### src/hw/uart_rx_map.svh
`ifndef UART_RX_MAP_SVH
`define UART_RX_MAP_SVH

// ************************************
// Register offsets
// ************************************
`define OFS_CONTROL 8'h00
`define OFS_IRQ_ENABLE 8'h04
`define OFS_STATUS_ONE 8'h08
`define OFS_STATUS_TWO 8'h0C
`define OFS_DATA 8'h10
`define OFS_BAUD 8'h14

// ************************************
// Control field positions
// ************************************
`define CTL_RX_ON 0
`define CTL_POL_FLIP 1
`define CTL_SLEEP 2
`define CTL_ADDR_MARK 3
`define CTL_KEEP_IDLE 4
`define CTL_IDLE_AFTER_STOP 5
`define CTL_TWO_STOP 6
`define CTL_NINE_BIT 7
`define CTL_PARITY_ON 8
`define CTL_PARITY_ODD 9

// ************************************
// Enable and status field positions
// ************************************
`define IE_TX_EMPTY 0
`define IE_TX_DONE 1
`define IE_RX_FULL 2
`define IE_IDLE 3
`define IE_EDGE 4
`define IE_BREAK 5
`define IE_OVERRUN 6
`define IE_NOISE 7
`define IE_FRAMING 8
`define IE_PARITY 9
`define IE_FULL_DMA 10
`define IE_IDLE_DMA 11
`define ST2_EDGE 0
`define ST2_BREAK 1

// ************************************
// Reset values and sample slots
// ************************************
`define RST_CONTROL 10'h000
`define RST_IRQ_ENABLE 12'h000
`define RST_BAUD 13'h0004
`define SLOT_3 4'h3
`define SLOT_5 4'h5
`define SLOT_7 4'h7
`define SLOT_8 4'h8
`define SLOT_9 4'h9
`define SLOT_10 4'hA
`define SLOT_16 4'h0
`define SLOT_LATE 4'hB
`define SLOTS_PER_BIT 8'h10
`endif

### src/hw/uart_rx_pkg.sv
package uart_rx_pkg;
    typedef enum logic [1:0] {
        HUNT = 2'b00,
        START_CHECK = 2'b01,
        FRAME = 2'b10
    } rx_state_e;
    typedef logic [7:0] apb_addr_t;
    typedef logic [8:0] rx_char_t;
endpackage

### src/hw/baud_tick.sv
`timescale 1ns/1ns
module baud_tick #(
    parameter int W = 13
) (
    input wire logic pclk,
    input wire logic presetn,
    input wire logic run,
    input wire logic [W-1:0] div,
    output logic tick
);
    logic [W-1:0] cnt_q;

    initial begin
        if (W < 1 || W > 16) begin
            $error("baud_tick width out of range");
        end
    end

    // Divider for the sixteen-per-bit sample enable; zero acts as one
    assign tick = run && (cnt_q + 1'b1 >= div);

    always_ff @(posedge pclk or negedge presetn) begin
        if (!presetn) begin
            cnt_q <= '0;
        end else if (!run || tick) begin
            cnt_q <= '0;
        end else begin
            cnt_q <= cnt_q + 1'b1;
        end
    end
endmodule

### src/hw/bit_vote.sv
`timescale 1ns/1ns
module bit_vote (
    input wire logic [2:0] samples,
    output logic level,
    output logic disagree
);
    // Two of three decide the level; any split is noise
    assign level = (samples[0] & samples[1]) | (samples[0] & samples[2]) | (samples[1] & samples[2]);
    assign disagree = (samples != 3'b000) && (samples != 3'b111);
endmodule

### src/hw/uart_rx.sv
`timescale 1ns/1ns
`include "uart_rx_map.svh"
// Notes on behaviour
// Optional receive-line inversion precedes all sampling.
// Start low, 8/9 data LSB first, 1/2 stops.
// Completed character loads empty buffer, sets full.
// Full buffer: overrun set, character and errors dropped.
// Sixteen samples per bit; edge is 1-1-1-0.
// Start accepted when two of slots 3,5,7 low.
// Every data and stop bit decided by majority of slots 8-10.
// Any disagreeing sample sets noise on load.
// Every detected edge outside start check realigns the slot timing.
// Non-break framing error preloads three high samples.
// Framing flag set blocks further buffer loads.
// Sleep blocks receiver flags, idle optionally excepted.
// Idle-line mode wakes after full character idle.
// Waking idle sets idle flag only when kept.
// Idle count starts after start or stop bit.
// Address mark wakes before stops, character received.
// Three requests, ten separately masked sources.
// Transmit request from empty or complete, each enabled.
// Status read then data read clears full.
// Idle clears likewise; rearms only after new character.
// Noise, framing, parity set with full, never overrun.
// Edge flag set while enabled; write one clears.
// DMA-routed flags clear only on DMA completion.
module uart_rx #(
    parameter int BAUD_W = 13
) (
    input wire logic pclk,
    input wire logic presetn,
    input wire logic psel,
    input wire logic penable,
    input wire logic pwrite,
    input wire uart_rx_pkg::apb_addr_t paddr,
    input wire logic [31:0] pwdata,
    output logic [31:0] prdata,
    output logic pready,
    output logic pslverr,
    input wire logic rx_line,
    input wire logic tx_empty_flag,
    input wire logic tx_complete,
    input wire logic rx_dma_done,
    input wire logic idle_dma_done,
    output logic irq_tx,
    output logic irq_rx,
    output logic irq_err,
    output logic rx_dma_req,
    output logic idle_dma_req
);
    import uart_rx_pkg::*;

    initial begin
        if (BAUD_W < 4 || BAUD_W > 16) begin
            $error("uart_rx baud width out of range");
        end
    end

    // ************************************
    // Declarations
    // ************************************
    logic [9:0] ctl_q;
    logic [11:0] ie_q;
    logic [BAUD_W-1:0] baud_q;
    rx_char_t data_q;
    logic rx_full_flag, idle_flag, overrun_flag, noise_flag, framing_error_flag, parity_error_flag;
    logic rx_edge_flag, break_detect_flag, rd_armed_q;
    rx_state_e state_q;
    logic [3:0] rt_q;
    logic [3:0] idx_q;
    logic [2:0] hist_q;
    logic [1:0] vs_q;
    logic early_dis_q, noise_acc_q, fe_acc_q, line_prev_q, idle_armed_q;
    rx_char_t shift_q;
    logic [7:0] idle_cnt_q;
    logic tick, s, edge_seen, vote_level, vote_dis, advance, complete;
    logic wake_mark, wake_idle, idle_hit, load_ok, overrun_ev, is_break;
    logic wr, rd, rd_status, rd_data, line_fall;
    logic [3:0] data_bits, last_idx;
    logic [7:0] idle_thr;
    rx_char_t rx_char;
    logic parity_bad;

    wire rx_on = ctl_q[`CTL_RX_ON];
    wire receiver_sleep = ctl_q[`CTL_SLEEP];
    wire sleep_keeps_idle_flag = ctl_q[`CTL_KEEP_IDLE];
    wire idle_count_after_stop = ctl_q[`CTL_IDLE_AFTER_STOP];
    wire two_stop_select = ctl_q[`CTL_TWO_STOP];
    wire nine_bit = ctl_q[`CTL_NINE_BIT];
    wire full_dma = ie_q[`IE_FULL_DMA];
    wire idle_dma = ie_q[`IE_IDLE_DMA];

    // ************************************
    // APB access decode
    // ************************************
    assign pready = 1'b1;
    assign wr = psel && penable && pwrite;
    assign rd = psel && penable && !pwrite;
    assign rd_status = rd && (paddr == `OFS_STATUS_ONE);
    assign rd_data = rd && (paddr == `OFS_DATA);

    // Unmapped addresses answer with an error and zero data
    always_comb begin
        prdata = 32'h0000_0000;
        pslverr = 1'b0;
        if (paddr == `OFS_CONTROL) begin
            prdata = {22'h000000, ctl_q};
        end else if (paddr == `OFS_IRQ_ENABLE) begin
            prdata = {20'h00000, ie_q};
        end else if (paddr == `OFS_STATUS_ONE) begin
            prdata = {23'h000000, state_q != HUNT, parity_error_flag, framing_error_flag, noise_flag,
                      overrun_flag, idle_flag, rx_full_flag, tx_complete, tx_empty_flag};
        end else if (paddr == `OFS_STATUS_TWO) begin
            prdata = {30'h00000000, break_detect_flag, rx_edge_flag};
        end else if (paddr == `OFS_DATA) begin
            prdata = {23'h000000, data_q};
        end else if (paddr == `OFS_BAUD) begin
            prdata = {{(32 - BAUD_W){1'b0}}, baud_q};
        end else begin
            pslverr = psel && penable;
        end
    end

    // Control register; hardware wakeup clears sleep unless software writes
    always_ff @(posedge pclk or negedge presetn) begin
        if (!presetn) begin
            ctl_q <= `RST_CONTROL;
        end else if (wr && paddr == `OFS_CONTROL) begin
            ctl_q <= pwdata[9:0];
        end else if (wake_mark || wake_idle) begin
            ctl_q[`CTL_SLEEP] <= 1'b0;
        end
    end

    // Enables, DMA selects and divisor
    always_ff @(posedge pclk or negedge presetn) begin
        if (!presetn) begin
            ie_q <= `RST_IRQ_ENABLE;
            baud_q <= BAUD_W'(`RST_BAUD);
        end else if (wr && paddr == `OFS_IRQ_ENABLE) begin
            ie_q <= pwdata[11:0];
        end else if (wr && paddr == `OFS_BAUD) begin
            baud_q <= pwdata[BAUD_W-1:0];
        end
    end

    // ************************************
    // Sampling and frame timing
    // ************************************
    baud_tick #(.W(BAUD_W)) u_tick (
        .pclk(pclk),
        .presetn(presetn),
        .run(rx_on),
        .div(baud_q),
        .tick(tick)
    );

    assign s = rx_line ^ ctl_q[`CTL_POL_FLIP];
    assign edge_seen = tick && (hist_q == 3'b111) && !s;
    assign data_bits = nine_bit ? 4'h9 : 4'h8;
    assign last_idx = data_bits + (two_stop_select ? 4'h2 : 4'h1);
    assign idle_thr = 8'(({4'h0, last_idx} + 8'h01) * `SLOTS_PER_BIT);

    bit_vote u_vote (
        .samples({vs_q, s}),
        .level(vote_level),
        .disagree(vote_dis)
    );

    // Bit boundary at slot 16, or early when an edge lands late in a bit
    assign advance = tick && (state_q == FRAME) && (rt_q == `SLOT_16 || (edge_seen && rt_q >= `SLOT_LATE));
    assign complete = tick && (state_q == FRAME) && (rt_q == `SLOT_10) && (idx_q == last_idx);

    // Edge search history, preloaded high after a non-break framing error
    always_ff @(posedge pclk or negedge presetn) begin
        if (!presetn) begin
            hist_q <= 3'b000;
        end else if (!rx_on) begin
            hist_q <= 3'b000;
        end else if (complete && (fe_acc_q || !vote_level) && !is_break) begin
            hist_q <= 3'b111;
        end else if (tick) begin
            hist_q <= {hist_q[1:0], s};
        end
    end

    // Slot counter; every detected edge outside START_CHECK restarts it at slot 2
    always_ff @(posedge pclk or negedge presetn) begin
        if (!presetn) begin
            rt_q <= 4'h0;
        end else if (tick) begin
            if (edge_seen && state_q != START_CHECK) begin
                rt_q <= 4'h2;
            end else begin
                rt_q <= rt_q + 4'h1;
            end
        end
    end

    // Sample holder for slots 3,5 and 8,9
    always_ff @(posedge pclk or negedge presetn) begin
        if (!presetn) begin
            vs_q <= 2'b00;
        end else if (tick && (rt_q == `SLOT_3 || rt_q == `SLOT_5 || rt_q == `SLOT_8 || rt_q == `SLOT_9)) begin
            vs_q <= {vs_q[0], s};
        end
    end

    // Receive state machine
    always_ff @(posedge pclk or negedge presetn) begin
        if (!presetn) begin
            state_q <= HUNT;
            idx_q <= 4'h0;
        end else if (!rx_on) begin
            state_q <= HUNT;
            idx_q <= 4'h0;
        end else if (tick) begin
            case (state_q)
                HUNT: begin
                    if (edge_seen) begin
                        state_q <= START_CHECK;
                    end
                end
                START_CHECK: begin
                    if (rt_q == `SLOT_7 && vote_level) begin
                        state_q <= HUNT;
                    end else if (rt_q == `SLOT_16) begin
                        state_q <= FRAME;
                        idx_q <= 4'h1;
                    end
                end
                FRAME: begin
                    if (complete) begin
                        state_q <= HUNT;
                    end else if (advance) begin
                        idx_q <= idx_q + 4'h1;
                    end
                end
                default: begin
                    state_q <= HUNT;
                end
            endcase
        end
    end

    // Shifter, noise and framing accumulation
    always_ff @(posedge pclk or negedge presetn) begin
        if (!presetn) begin
            shift_q <= 9'h000;
            early_dis_q <= 1'b0;
            noise_acc_q <= 1'b0;
            fe_acc_q <= 1'b0;
        end else if (tick && state_q == START_CHECK) begin
            if (rt_q == `SLOT_7) begin
                early_dis_q <= vote_dis;
                noise_acc_q <= 1'b0;
                fe_acc_q <= 1'b0;
            end else if (rt_q == `SLOT_10) begin
                noise_acc_q <= early_dis_q || ({vs_q, s} != 3'b000);
            end
        end else if (tick && state_q == FRAME && rt_q == `SLOT_10) begin
            noise_acc_q <= noise_acc_q || vote_dis;
            if (idx_q <= data_bits) begin
                shift_q <= {vote_level, shift_q[8:1]};
            end else if (!vote_level) begin
                fe_acc_q <= 1'b1;
            end
        end
    end

    // Address mark: top bit, or top two with two stops, wakes a sleeper
    assign wake_mark = tick && state_q == FRAME && rt_q == `SLOT_10 && idx_q == data_bits && receiver_sleep &&
                       ctl_q[`CTL_ADDR_MARK] && vote_level && (!two_stop_select || shift_q[8]);

    // ************************************
    // Character completion
    // ************************************
    assign rx_char = nine_bit ? shift_q : {1'b0, shift_q[8:1]};
    assign parity_bad = ctl_q[`CTL_PARITY_ON] && ((^rx_char) != ctl_q[`CTL_PARITY_ODD]);
    assign is_break = (rx_char == 9'h000) && (fe_acc_q || !vote_level);
    assign load_ok = complete && !receiver_sleep && !framing_error_flag && !rx_full_flag;
    assign overrun_ev = complete && !receiver_sleep && !framing_error_flag && rx_full_flag;

    // Receive buffer
    always_ff @(posedge pclk or negedge presetn) begin
        if (!presetn) begin
            data_q <= 9'h000;
        end else if (load_ok) begin
            data_q <= rx_char;
        end
    end

    // Status then data read sequence
    always_ff @(posedge pclk or negedge presetn) begin
        if (!presetn) begin
            rd_armed_q <= 1'b0;
        end else if (rd_status && (rx_full_flag || idle_flag)) begin
            rd_armed_q <= 1'b1;
        end else if (rd_data) begin
            rd_armed_q <= 1'b0;
        end
    end

    wire seq_clear = rd_data && rd_armed_q;

    // Full flag; DMA routing replaces the read sequence
    always_ff @(posedge pclk or negedge presetn) begin
        if (!presetn) begin
            rx_full_flag <= 1'b0;
        end else if (load_ok) begin
            rx_full_flag <= 1'b1;
        end else if (full_dma ? rx_dma_done : seq_clear) begin
            rx_full_flag <= 1'b0;
        end
    end

    // Noise, framing and parity flags load with the character, never on overrun; the overrun flag sets on overrun
    always_ff @(posedge pclk or negedge presetn) begin
        if (!presetn) begin
            noise_flag <= 1'b0;
            framing_error_flag <= 1'b0;
            parity_error_flag <= 1'b0;
            overrun_flag <= 1'b0;
        end else begin
            if (load_ok) begin
                noise_flag <= noise_acc_q || vote_dis;
                framing_error_flag <= fe_acc_q || !vote_level;
                parity_error_flag <= parity_bad;
            end else if (seq_clear) begin
                noise_flag <= 1'b0;
                framing_error_flag <= 1'b0;
                parity_error_flag <= 1'b0;
            end
            if (overrun_ev) begin
                overrun_flag <= 1'b1;
            end else if (seq_clear) begin
                overrun_flag <= 1'b0;
            end
        end
    end

    // ************************************
    // Idle detection and wakeup
    // ************************************
    always_ff @(posedge pclk or negedge presetn) begin
        if (!presetn) begin
            idle_cnt_q <= 8'h00;
        end else if (!rx_on || (tick && !s)) begin
            idle_cnt_q <= 8'h00;
        end else if (tick && (state_q == HUNT || (state_q == FRAME && !idle_count_after_stop))) begin
            if (idle_cnt_q != idle_thr) begin
                idle_cnt_q <= idle_cnt_q + 8'h01;
            end
        end else if (tick && state_q != HUNT) begin
            idle_cnt_q <= 8'h00;
        end
    end

    assign idle_hit = tick && s && (idle_cnt_q + 8'h01 == idle_thr);
    assign wake_idle = idle_hit && receiver_sleep && !ctl_q[`CTL_ADDR_MARK];

    // Idle rearms only after a character has set the full flag
    always_ff @(posedge pclk or negedge presetn) begin
        if (!presetn) begin
            idle_armed_q <= 1'b0;
        end else if (load_ok) begin
            idle_armed_q <= 1'b1;
        end else if (idle_hit && (!receiver_sleep || sleep_keeps_idle_flag)) begin
            idle_armed_q <= 1'b0;
        end
    end

    // Idle flag
    always_ff @(posedge pclk or negedge presetn) begin
        if (!presetn) begin
            idle_flag <= 1'b0;
        end else if (idle_hit && idle_armed_q && (!receiver_sleep || sleep_keeps_idle_flag)) begin
            idle_flag <= 1'b1;
        end else if (idle_dma ? idle_dma_done : seq_clear) begin
            idle_flag <= 1'b0;
        end
    end

    // ************************************
    // Edge and break flags
    // ************************************
    always_ff @(posedge pclk or negedge presetn) begin
        if (!presetn) begin
            line_prev_q <= 1'b1;
        end else begin
            line_prev_q <= s;
        end
    end

    assign line_fall = rx_on && line_prev_q && !s && !receiver_sleep;

    // Write-one-to-clear flags; a new event wins over the clear
    always_ff @(posedge pclk or negedge presetn) begin
        if (!presetn) begin
            rx_edge_flag <= 1'b0;
            break_detect_flag <= 1'b0;
        end else begin
            if (line_fall) begin
                rx_edge_flag <= 1'b1;
            end else if (wr && paddr == `OFS_STATUS_TWO && pwdata[`ST2_EDGE]) begin
                rx_edge_flag <= 1'b0;
            end
            if (complete && is_break && !receiver_sleep) begin
                break_detect_flag <= 1'b1;
            end else if (wr && paddr == `OFS_STATUS_TWO && pwdata[`ST2_BREAK]) begin
                break_detect_flag <= 1'b0;
            end
        end
    end

    // ************************************
    // Request outputs
    // ************************************
    assign irq_tx = (tx_empty_flag && ie_q[`IE_TX_EMPTY]) || (tx_complete && ie_q[`IE_TX_DONE]);
    assign irq_rx = (rx_full_flag && ie_q[`IE_RX_FULL] && !full_dma) || (idle_flag && ie_q[`IE_IDLE] && !idle_dma) ||
                    (rx_edge_flag && ie_q[`IE_EDGE]) || (break_detect_flag && ie_q[`IE_BREAK]);
    assign irq_err = (overrun_flag && ie_q[`IE_OVERRUN]) || (noise_flag && ie_q[`IE_NOISE]) ||
                     (framing_error_flag && ie_q[`IE_FRAMING]) || (parity_error_flag && ie_q[`IE_PARITY]);
    assign rx_dma_req = rx_full_flag && ie_q[`IE_RX_FULL] && full_dma;
    assign idle_dma_req = idle_flag && ie_q[`IE_IDLE] && idle_dma;
endmodule

### config.mk
export PLATFORM = sky130hd
export DESIGN_NAME = uart_rx
export DESIGN_NICKNAME = d
export VERILOG_FILES = /design/src/hw/uart_rx_pkg.sv /design/src/hw/baud_tick.sv /design/src/hw/bit_vote.sv /design/src/hw/uart_rx.sv
export VERILOG_INCLUDE_DIRS = /design/src /design/src/hw
export SDC_FILE = /design/constraint.sdc
export NUM_CORES = 1
export LEC_CHECK = 0
export BUFFER_PORTS_ARGS = -buffer_cell sky130_fd_sc_hd__buf_2
export CORE_UTILIZATION = 58
export DETAILED_ROUTE_END_ITERATION = 10
export PLACE_DENSITY = 0.81
export SKIP_LAST_GASP = 1
export SYNTH_ARGS = -nofsm -noshare
export SYNTH_HDL_FRONTEND = slang
export SYNTH_SLANG_ARGS = --single-unit
export TNS_END_PERCENT = 30
### constraint.sdc
create_clock -name pclk -period 4.2 [get_ports pclk]
set_clock_uncertainty 0.05 [all_clocks]
set_input_delay 0.21 -clock pclk [delete_from_list [all_inputs] [get_ports pclk]]
set_output_delay 0.21 -clock pclk [all_outputs]
set_load 0.03 [all_outputs]
==> flow_metrics.env, run 1 <==
export IMPL_status="completed"
export IMPL_antenna_found_initial=0
export IMPL_crit_required_ns=4.43
export IMPL_firstDrtPassIters=5
export IMPL_startpoint="u_tick.cnt_q[0]"
export IMPL_synthFlopType="dfrtp_1"
export IMPL_viasPerCell=6.06
export IMPL_yosysMostFrequentCell="dfrtp_1"
export IMPL_cts_tree="done"
export IMPL_final_hold_viol_count=0
export IMPL_min_path_type="input port to flop"
export IMPL_post_cts_buffers=0
export IMPL_core_um2=10800
export IMPL_postSynthAreaPerCell_um2=9.65
export IMPL_cts_max_path_buffers=2
export IMPL_synth_seq_area_share_pct=39.9
export IMPL_yosysTopAreaCellShare_pct=39.1
export IMPL_ios=89
export IMPL_r2r_start="u_tick.cnt_q[0]"
export IMPL_die_area_um2=11600
export IMPL_final_util_pct=64.3
export IMPL_port_buffers=49
export IMPL_dieWidth_um=108
export IMPL_netlist_area_um2=6470
export IMPL_clk_pin_slew_ns=0.10
export IMPL_grt_pass1_vias=5012
export IMPL_root_buffer="clkbuf_8"
export IMPL_synth_edf_count=0
export IMPL_detail_route_antenna_nets=0
export IMPL_place_hpwl_mm=11.5
export IMPL_finish_net_count=793
export IMPL_synth_cell_type_count=71
export IMPL_die_h_um=108
export IMPL_cts_htree_levels=3
export IMPL_arrival_ns=3.97
export IMPL_wl_per_cell_um=18.2
export IMPL_holdWs_ns=0.0175
export IMPL_max_cap_violations=0
export IMPL_synth_warning_count=0
export IMPL_setup_viol=0
export IMPL_power_density_nw_per_um2=299
export IMPL_totalWireLength_mm=15.6
export IMPL_max_vdd_ir_drop_uv=179
export IMPL_vias=5191
export IMPL_clock_sinks=103
export IMPL_fin_crit_ns=3.74
export IMPL_n_antenna_cell=0
export IMPL_setup_tns_ns=0
export IMPL_fmax_ghz=0.267
export IMPL_start_kind="flop"
export IMPL_synth_seq_cells=103
export IMPL_cp_end_kind="flop"
export IMPL_hp_start="pwdata[3]"
export IMPL_multi_input_area_um2=3550
export IMPL_synth_commonest_cells="101 x dfrtp_1, 73 x nand2_1, 50 x o21ai_0"
export IMPL_path_class="flop to flop"
export IMPL_start_util_pct=59.7
export IMPL_cts_resized=0
export IMPL_clk_latency_ns=0.40
export IMPL_cts_made_buffers=9
export IMPL_groute_usage_overall_pct=29.0
export IMPL_fin_crit_sh_pct=89.1
export IMPL_synth_async_reset_ratio_pct=100
export IMPL_relSlewSlack_pct=29.5
export IMPL_routabilityCongestion=0.937
export IMPL_n_fill_cell=883
export IMPL_remaining_drc_errors=0
export IMPL_crit_path_max_fanout=9
export IMPL_grt_max_degree=66
export IMPL_rsz0062_at_grt="no"
export IMPL_drt_initial_drc_count=418
export IMPL_syn_to_final_growth_pct=7.78
export IMPL_yosysTopAreaCell="dfrtp_1"
export IMPL_drv_slew=0
export IMPL_regArea_um2=2580
export IMPL_row_count=38
export IMPL_grt_pass1_wl_mm=25.4
export IMPL_tightestPinTransition_ns=1.05
export IMPL_holdBufCountCts=7
export IMPL_drive_gt1_share_pct=17.9
export IMPL_syn_inst=670
export IMPL_synthTopCellsByArea="dfrtp_1 39%, ha_1 6.0%, mux2_2 4.5%"
export IMPL_p_leak_nw=3.35
export IMPL_grt_overflow_total=0
==> cell usage in the layout, fill, tap and decap left out, types with 12 or more instances in the layout <==
master and count:
mux2_2 26, dfrtp_1 101, mux2i_1 19, and2_1 15, conb_1 20, nand2_1 73, o21ai_0 50, ha_1 31
and3_1 12, nand3_1 26, nor3_1 13, a22o_1 22, clkbuf_8 12, xnor2_1 14, inv_1 28, a21oi_1 18
o211ai_1 12, nor2_1 29, buf_2 48
==> report_power, final <==
part           switching (mW)  internal (mW)
Clock                   0.351          0.263
Sequential             0.0649           1.05
Combinational           0.222          0.133
Total                   0.637           1.45
==> flip-flops by register name (all words and copies together) (netlist names), 4 cells and up <==
register,cells
shift_q,9
idx_q,4
u_tick.cnt_q,13
baud_q,13
ctl_q,10
ie_q,12
idle_cnt_q,8
data_q,9
rt_q,4
==> area by class of cell <==
cell class              instances  share of cell area [%]
multi-input cells             506                    50.9
clock inverters                 2                   0.197
repair buffers                 64                    5.42
flip-flops and latches        103                    37.0
clock buffers                  13                    2.42
inverters                      28                    1.51
well taps                     140                    2.51
==> metal layers <==
layer	GRT usage, %	routed length, um
met1	38.4	6950
met2	48.8	7580
met3	4.00	741
met4	9.59	303
met5	0	0
==> worst paths after layout <==
kind                               end  slack, ns  cells after the start
max                         shift_q[5]       0.46                     12
min                          baud_q[3]       0.02                      3
max reg2reg                 shift_q[5]       0.46                     12
min reg2reg                  data_q[6]       0.44                      2
max in group asynchronous  line_prev_q       2.62                      3
min in group asynchronous     ctl_q[6]       0.42                      2
==> worst max-delay path, stage by stage, from the launching register on <==
cell	delay (ns)
dfrtp_1	0.41
ha_1	0.25
nand3_1	0.10
nor2_1	0.21
nand3_1	0.13
xnor2_1	0.16
ha_1	0.37
nand4_2	0.17
a2111oi_4	0.43
o31ai_1	0.25
nand2_1	0.23
and4_1	0.49
mux2_2	0.39
==> cell families after synthesis <==
logic type / synth area share [%]
AOI/OAI and AO/OA: 17.7
buffers and inverters: 6.34
xor gates and xnor gates: 3.50
DFF: 39.9
adders and majority gates: 6.15
other: 0.116
and+or+nand+nor: 17.8
muxes: 8.51
==> metrics by stage <==
step	setup WS, ns	instances	area (um2)	total power, mW
floorplan	1.10	688	6540	1.38
global placement	0.655	834	6720	1.46
detailed placement	0.551	834	6720	1.48
CTS	0.508	856	6970	2.09
global route	0.268	856	6970	2.18
finish	0.457	856	6970	2.08
Note: power is estimated with default switching activity, not from simulation.
==> run 2: changes to the inputs <==
--- a/config.mk
+++ b/config.mk
@@ -9,9 +9,10 @@
 export BUFFER_PORTS_ARGS = -buffer_cell sky130_fd_sc_hd__buf_2
 export CORE_UTILIZATION = 58
 export DETAILED_ROUTE_END_ITERATION = 10
-export PLACE_DENSITY = 0.81
+export PLACE_DENSITY = 0.82
 export SKIP_LAST_GASP = 1
 export SYNTH_ARGS = -nofsm -noshare
 export SYNTH_HDL_FRONTEND = slang
+export SYNTH_HIERARCHICAL = 1
 export SYNTH_SLANG_ARGS = --single-unit
 export TNS_END_PERCENT = 30
==> constraint.sdc (replaced) <==
create_clock -name pclk -period 3.7 [get_ports pclk]
set_clock_uncertainty 0.05 [all_clocks]
set_input_delay 0.185 -clock pclk [delete_from_list [all_inputs] [get_ports pclk]]
set_output_delay 0.185 -clock pclk [all_outputs]
set_load 0.03 [all_outputs]
==> flow_metrics.env, run 2 <==
export IMPL_place_hpwl_mm=11.2
export IMPL_antenna_found_initial=0
export IMPL_n_fill_cell=759
export IMPL_grt_max_degree=88
export IMPL_port_buffers=49
export IMPL_status="finished with violations"
export IMPL_cts_tree="done"
export IMPL_die_area_um2=11300
export IMPL_root_buffer="clkbuf_8"
export IMPL_place_area_um2=6750
export IMPL_groute_usage_overall_pct=28.8
export IMPL_path_class="flop to flop"
export IMPL_fin_area_um2=7140
export IMPL_clk_pin_slew_ns=0.11
export IMPL_totalWireLength_mm=15.6
export IMPL_comb_power_share_pct=32.7
export IMPL_row_count=37
export IMPL_fin_crit_ns=3.78
export IMPL_final_common_cell="dfrtp_1"
export IMPL_drive_gt1_share_pct=24.3
export IMPL_syn_to_final_growth_pct=12.9
export IMPL_synth_seq_area_share_pct=40.8
export IMPL_firstDrtPassIters=5
export IMPL_yosysTopAreaCellShare_pct=40.0
export IMPL_synth_seq_cells=103
export IMPL_clock_sinks=103
export IMPL_grt_overflow_total=0
export IMPL_synth_commonest_cells="101 x dfrtp_1, 49 x nand2_1, 40 x inv_1"
export IMPL_core_um2=10500
export IMPL_start_util_pct=60.4
export IMPL_grt_pass1_vias=5133
export IMPL_crit_required_ns=3.91
export IMPL_drt_initial_drc_count=462
export IMPL_tightestPinTransition_ns=1.09
export IMPL_p_clk_share_pct=22.2
export IMPL_relSlewSlack_pct=27.4
export IMPL_yosysMostFrequentCell="dfrtp_1"
export IMPL_remaining_drc_errors=0
export IMPL_fin_crit_sh_pct=102
export IMPL_crit_path_max_fanout=4
export IMPL_yosysTopAreaCell="dfrtp_1"
export IMPL_p_leak_nw=3.48
export IMPL_setup_viol=6
export IMPL_max_vdd_ir_drop_uv=419
export IMPL_cts_htree_levels=3
export IMPL_max_cap_violations=0
export IMPL_synthFlopType="dfrtp_1"
export IMPL_fmax_ghz=0.264
export IMPL_clk_latency_ns=0.37
export IMPL_worst_slack_ns=-0.0838
export IMPL_routabilityCongestion=0.857
export IMPL_path_buf_inv=0
export IMPL_n_antenna_cell=0
export IMPL_synth_edf_count=0
export IMPL_synthTopCellsByArea="dfrtp_1 40%, mux2_2 6.8%, ha_1 5.9%"
export IMPL_vias=5053
export IMPL_grt_pass1_wl_mm=25.3
export IMPL_cell_internal_pwr_mw=1.99
export IMPL_max_stage_delay_ns=0.56
export IMPL_arrival_ns=3.99
export IMPL_syn_inst=621
export IMPL_p_sw_share_pct=36.1
export IMPL_crit_top_cell="nand4_1"
export IMPL_synth_warning_count=6
export IMPL_critPathSlowestCell="or4_4"
export IMPL_synth_async_reset_ratio_pct=100
export IMPL_wl_per_cell_um=18.7
export IMPL_cts_made_buffers=9
export IMPL_cp_end_kind="flop"
export IMPL_viasPerCell=6.04
export IMPL_power_frac_seq_pct=45.1
export IMPL_synth_cell_type_count=67
export IMPL_finish_net_count=776
export IMPL_reg_top3="baud_q x13, u_tick/cnt_q x13, ie_q x12"
export IMPL_ios=89
export IMPL_detail_route_antenna_nets=0
export IMPL_critical_path_top_delay_family="simple AND/OR/NAND/NOR gates"
export IMPL_rsz0062_at_grt="yes"
export IMPL_start_kind="flop"
export IMPL_violations="setup timing"
export IMPL_power_density_nw_per_um2=437
export IMPL_cts_max_path_buffers=2
export IMPL_drv_slew=0
export IMPL_final_cell_mix="101 x dfrtp_1, 48 x buf_2, 47 x nand2_1, 40 x inv_1, 37 x mux2_2"
export IMPL_power_switching_mw=1.13
export IMPL_die_h_um=106
export IMPL_dieWidth_um=106
export IMPL_postSynthAreaPerCell_um2=10.2
export IMPL_crit_chain="nand4_1 -> nor3_2 -> xor2_1 -> ha_1 -> nand4_1 -> or4_4 -> o211ai_1 -> o31a_1 -> nand4_1 -> or3_1 -> a32oi_2 -> nand3_1 -> mux2_4"
export IMPL_min_path_type="input port to flop"
export IMPL_final_hold_viol_count=0
export IMPL_netlist_area_um2=6320
export IMPL_final_util_pct=68.2
run 2: layer usage:
layer	global-route usage, %	wire length [um]	vias to the layer above
li1	-	-	2345
met1	35.7	6480	2506
met2	49.0	7820	165
met3	5.33	825	37
met4	12.7	516	0
met5	0	0	-
run 2: repair_timing:
| action | in CTS | in global routing |
|---|---|---|
| setup buffers | 4 | 4 |
| resized for setup | 11 | 9 |
| pin swaps | 7 | 3 |
| cloned | 0 | 0 |
| endpoints found under the setup margin | 12 | 33 |
| hold buffers | 2 | 1 |
| hold endpoints to repair | 17 | 1 |
run 2: cells by family after synthesis:
kind of cell / synth area share (%)
AND/OR/NAND/NOR: 17.1
AO/OA/AOI/OAI: 11.7
flip-flops: 40.8
buffers and inverters: 6.59
multiplexers: 13.7
adder cells (fa/ha/maj): 6.12
XOR/XNOR: 3.88
other: 0.119
run 2: metrics by stage:
stage | setup WS [ns] | power [mW] | std cells | TNS [ns] | hold WS (ns)
floorplan | 0.0928 | 2.09 | 639 | 0 | -0.161
global placement | -0.0257 | 2.31 | 810 | -0.0422 | 0.369
detailed placement | -0.0778 | 2.38 | 810 | -0.252 | 0.376
CTS | -0.0144 | 3.10 | 832 | -0.0198 | 0.00136
global route | -0.273 | 3.31 | 837 | -3.79 | 0.00668
finish | -0.0838 | 3.12 | 837 | -0.299 | 0.00839
run 2: area by class of cell:
type / instances / area [um2] / area share (%)
sequential: 103 / 2580 / 36.2
inverter: 40 / 150 / 2.10
multi-input combinational: 454 / 3490 / 48.9
tap: 136 / 170 / 2.38
clock inverter: 3 / 25.0 / 0.351
clock buffer: 13 / 169 / 2.37
timing repair buffer: 88 / 552 / 7.73
run 2: worst paths after layout:
check                             endpoint  depth (start not counted)            start  slack (ns)
setup / recovery                  idx_q[3]                         13  u_tick/cnt_q[5]       -0.08
hold / removal                   baud_q[9]                          2        pwdata[9]       0.008
setup reg to reg                  idx_q[3]                         13  u_tick/cnt_q[5]       -0.08
hold reg to reg                 rd_armed_q                          2       rd_armed_q        0.43
max in group asynchronous          rt_q[2]                          3          presetn        2.24
min in group asynchronous  u_tick/cnt_q[4]                          2          presetn        0.49
run 2: power by group through the flow:
stage | registers (mW) | logic, mW | clock network (mW)
floorplan | 1.36 | 0.733 | 0
global placement | 1.41 | 0.905 | 0
detailed placement | 1.42 | 0.958 | 0
CTS | 1.40 | 0.982 | 0.712
global route | 1.43 | 1.13 | 0.748
finish | 1.41 | 1.02 | 0.693
==> run 3: changes to the inputs <==
--- a/config.mk
+++ b/config.mk
@@ -7,9 +7,11 @@
 export NUM_CORES = 1
 export LEC_CHECK = 0
 export BUFFER_PORTS_ARGS = -buffer_cell sky130_fd_sc_hd__buf_2
-export CORE_UTILIZATION = 58
+export CELL_PAD_IN_SITES_DETAIL_PLACEMENT = 0
+export CELL_PAD_IN_SITES_GLOBAL_PLACEMENT = 2
+export CORE_UTILIZATION = 37
 export DETAILED_ROUTE_END_ITERATION = 10
-export PLACE_DENSITY = 0.82
+export PLACE_DENSITY = 0.81
 export SKIP_LAST_GASP = 1
 export SYNTH_ARGS = -nofsm -noshare
 export SYNTH_HDL_FRONTEND = slang
==> flow_metrics.env, run 3 (synthesized netlist as in run 2, its figures left out) <==
export IMPL_power_switching_mw=1.20
export IMPL_cp_end_kind="flop"
export IMPL_grt_max_degree=84
export IMPL_path_class="flop to flop"
export IMPL_fmax_ghz=0.275
export IMPL_wl_per_cell_um=17.7
export IMPL_critPathSlowestCell="or4_4"
export IMPL_wl_met2_mm=7.96
export IMPL_max_cap_violations=0
export IMPL_crit_top_cell="nand4_1"
export IMPL_setup_viol=0
export IMPL_die_h_um=133
export IMPL_crit_chain="nand4_1 -> nor3_2 -> xor2_1 -> ha_1 -> nand4_1 -> or4_4 -> o211ai_1 -> o31a_1 -> nand4_1 -> or3_4 -> a32oi_4 -> nand3_1 -> mux2_2"
export IMPL_status="finished with violations"
export IMPL_cts_tree="done"
export IMPL_p_sw_share_pct=34.3
export IMPL_met3_length_um=714
export IMPL_vias=4943
export IMPL_port_buffers=49
export IMPL_grt_overflow_total=0
export IMPL_max_stage_delay_ns=0.50
export IMPL_firstDrtPassIters=5
export IMPL_crit_path_max_fanout=4
export IMPL_start_kind="flop"
export IMPL_drv_slew=0
export IMPL_holdWs_ns=-0.0190
export IMPL_p_leak_nw=3.57
export IMPL_fin_area_um2=7440
export IMPL_cts_max_path_buffers=2
export IMPL_fin_crit_ns=3.63
export IMPL_row_count=47
export IMPL_min_path_type="input port to async pin"
export IMPL_grt_pass1_wl_mm=26.6
export IMPL_dpl_worst_slack_ns=-0.119
export IMPL_critical_path_top_delay_family="simple AND/OR/NAND/NOR gates"
export IMPL_final_hold_viol_count=23
export IMPL_place_area_um2=6960
export IMPL_p_clk_share_pct=30.4
export IMPL_ios=89
export IMPL_arrival_ns=3.82
export IMPL_comb_power_share_pct=29.5
export IMPL_drive_gt1_share_pct=25.6
export IMPL_grt_pass1_vias=4931
export IMPL_place_hpwl_mm=12.3
export IMPL_remaining_drc_errors=0
export IMPL_power_density_nw_per_um2=470
export IMPL_groute_usage_overall_pct=19.4
export IMPL_fin_crit_sh_pct=98.1
export IMPL_core_um2=16600
export IMPL_die_area_um2=17600
export IMPL_crit_required_ns=3.89
export IMPL_n_antenna_cell=0
export IMPL_root_buffer="clkbuf_16"
export IMPL_clk_pin_slew_ns=0.07
export IMPL_cts_made_buffers=9
export IMPL_syn_to_final_growth_pct=17.8
export IMPL_power_frac_seq_pct=40.2
export IMPL_layoutNonFillerInstCount=930
export IMPL_tightestPinTransition_ns=1.10
export IMPL_rsz0062_at_grt="yes"
export IMPL_start_util_pct=38.0
export IMPL_cts_htree_levels=3
export IMPL_dieWidth_um=133
export IMPL_cell_internal_pwr_mw=2.30
export IMPL_reg_top3="baud_q x13, u_tick/cnt_q x13, ie_q x12"
export IMPL_drt_initial_drc_count=359
export IMPL_wl_met1_mm=7.55
export IMPL_dp_cells=908
export IMPL_max_vdd_ir_drop_uv=252
export IMPL_finish_net_count=785
export IMPL_totalWireLength_mm=16.5
export IMPL_final_cell_mix="101 x dfrtp_1, 48 x nand2_1, 48 x buf_2, 46 x buf_4, 40 x inv_1"
export IMPL_violations="hold timing"
export IMPL_top_layer="met4"
export IMPL_routabilityCongestion=0.813
export IMPL_path_buf_inv=0
export IMPL_clock_sinks=103
export IMPL_antenna_found_initial=0
export IMPL_worst_slack_ns=0.0694
export IMPL_relSlewSlack_pct=26.5
export IMPL_final_common_cell="dfrtp_1"
export IMPL_detail_route_antenna_nets=0
export IMPL_viasPerCell=5.32
export IMPL_clk_latency_ns=0.36
==> run 3: final timing paths <==
check | endpoint | cells after the start | start | slack (ns)
worst min-delay path | u_tick/cnt_q[8] | 1 | presetn | -0.02
worst max register to register | idx_q[3] | 13 | u_tick/cnt_q[4] | 0.07
min in group pclk | baud_q[8] | 2 | pwdata[8] | 0.03
worst max-delay path | idx_q[3] | 13 | u_tick/cnt_q[4] | 0.07
worst min register to register | rd_armed_q | 2 | rd_armed_q | 0.43
max in group asynchronous | line_prev_q | 2 | presetn | 2.63
==> run 3: cell type report <==
class | count | area [um2]
Clock inverter | 7 | 103
Tap cell | 220 | 275
Fill cell | 1584 | 9200
Sequential cell | 103 | 2580
Multi-Input combinational cell | 454 | 3490
Clock buffer | 9 | 225
Inverter | 40 | 150
Timing Repair Buffer | 97 | 618
==> run 3: what timing repair did <==
action / CTS / global route
setup endpoints to repair: 9 / 31
buffers inserted: 3 / 3
cloned: 0 / 0
endpoints found under the hold margin: 1 / 0
gates resized for setup: 10 / 11
hold buffers: 1 / 0
pin swaps: 16 / 8
==> run 3: metal layers <==
layer / GRT usage, % / up-vias
met5: 0 / -
met4: 5.68 / 0
met3: 4.18 / 16
met2: 31.8 / 97
met1: 25.7 / 2460
li1: - / 2370
==> run 3: stage by stage <==
stage / setup TNS, ns / total power, mW / utilization [%]
finish: 0 / 3.50 / 44.7
global route: -2.88 / 3.73 / 44.7
CTS: 0 / 3.50 / 44.3
detailed placement: -0.461 / 2.42 / 41.8
global placement: -0.123 / 2.37 / 41.8
floorplan: 0 / 2.09 / -
==> run 3: power groups by stage <==
stage	Combinational [mW]	Clock [mW]	Sequential, mW
after floorplan	0.733	0	1.36
after global placement	0.960	0	1.41
after detailed placement	0.991	0	1.42
after CTS	1.00	1.09	1.40
after global routing	1.16	1.13	1.43
final	1.03	1.06	1.41
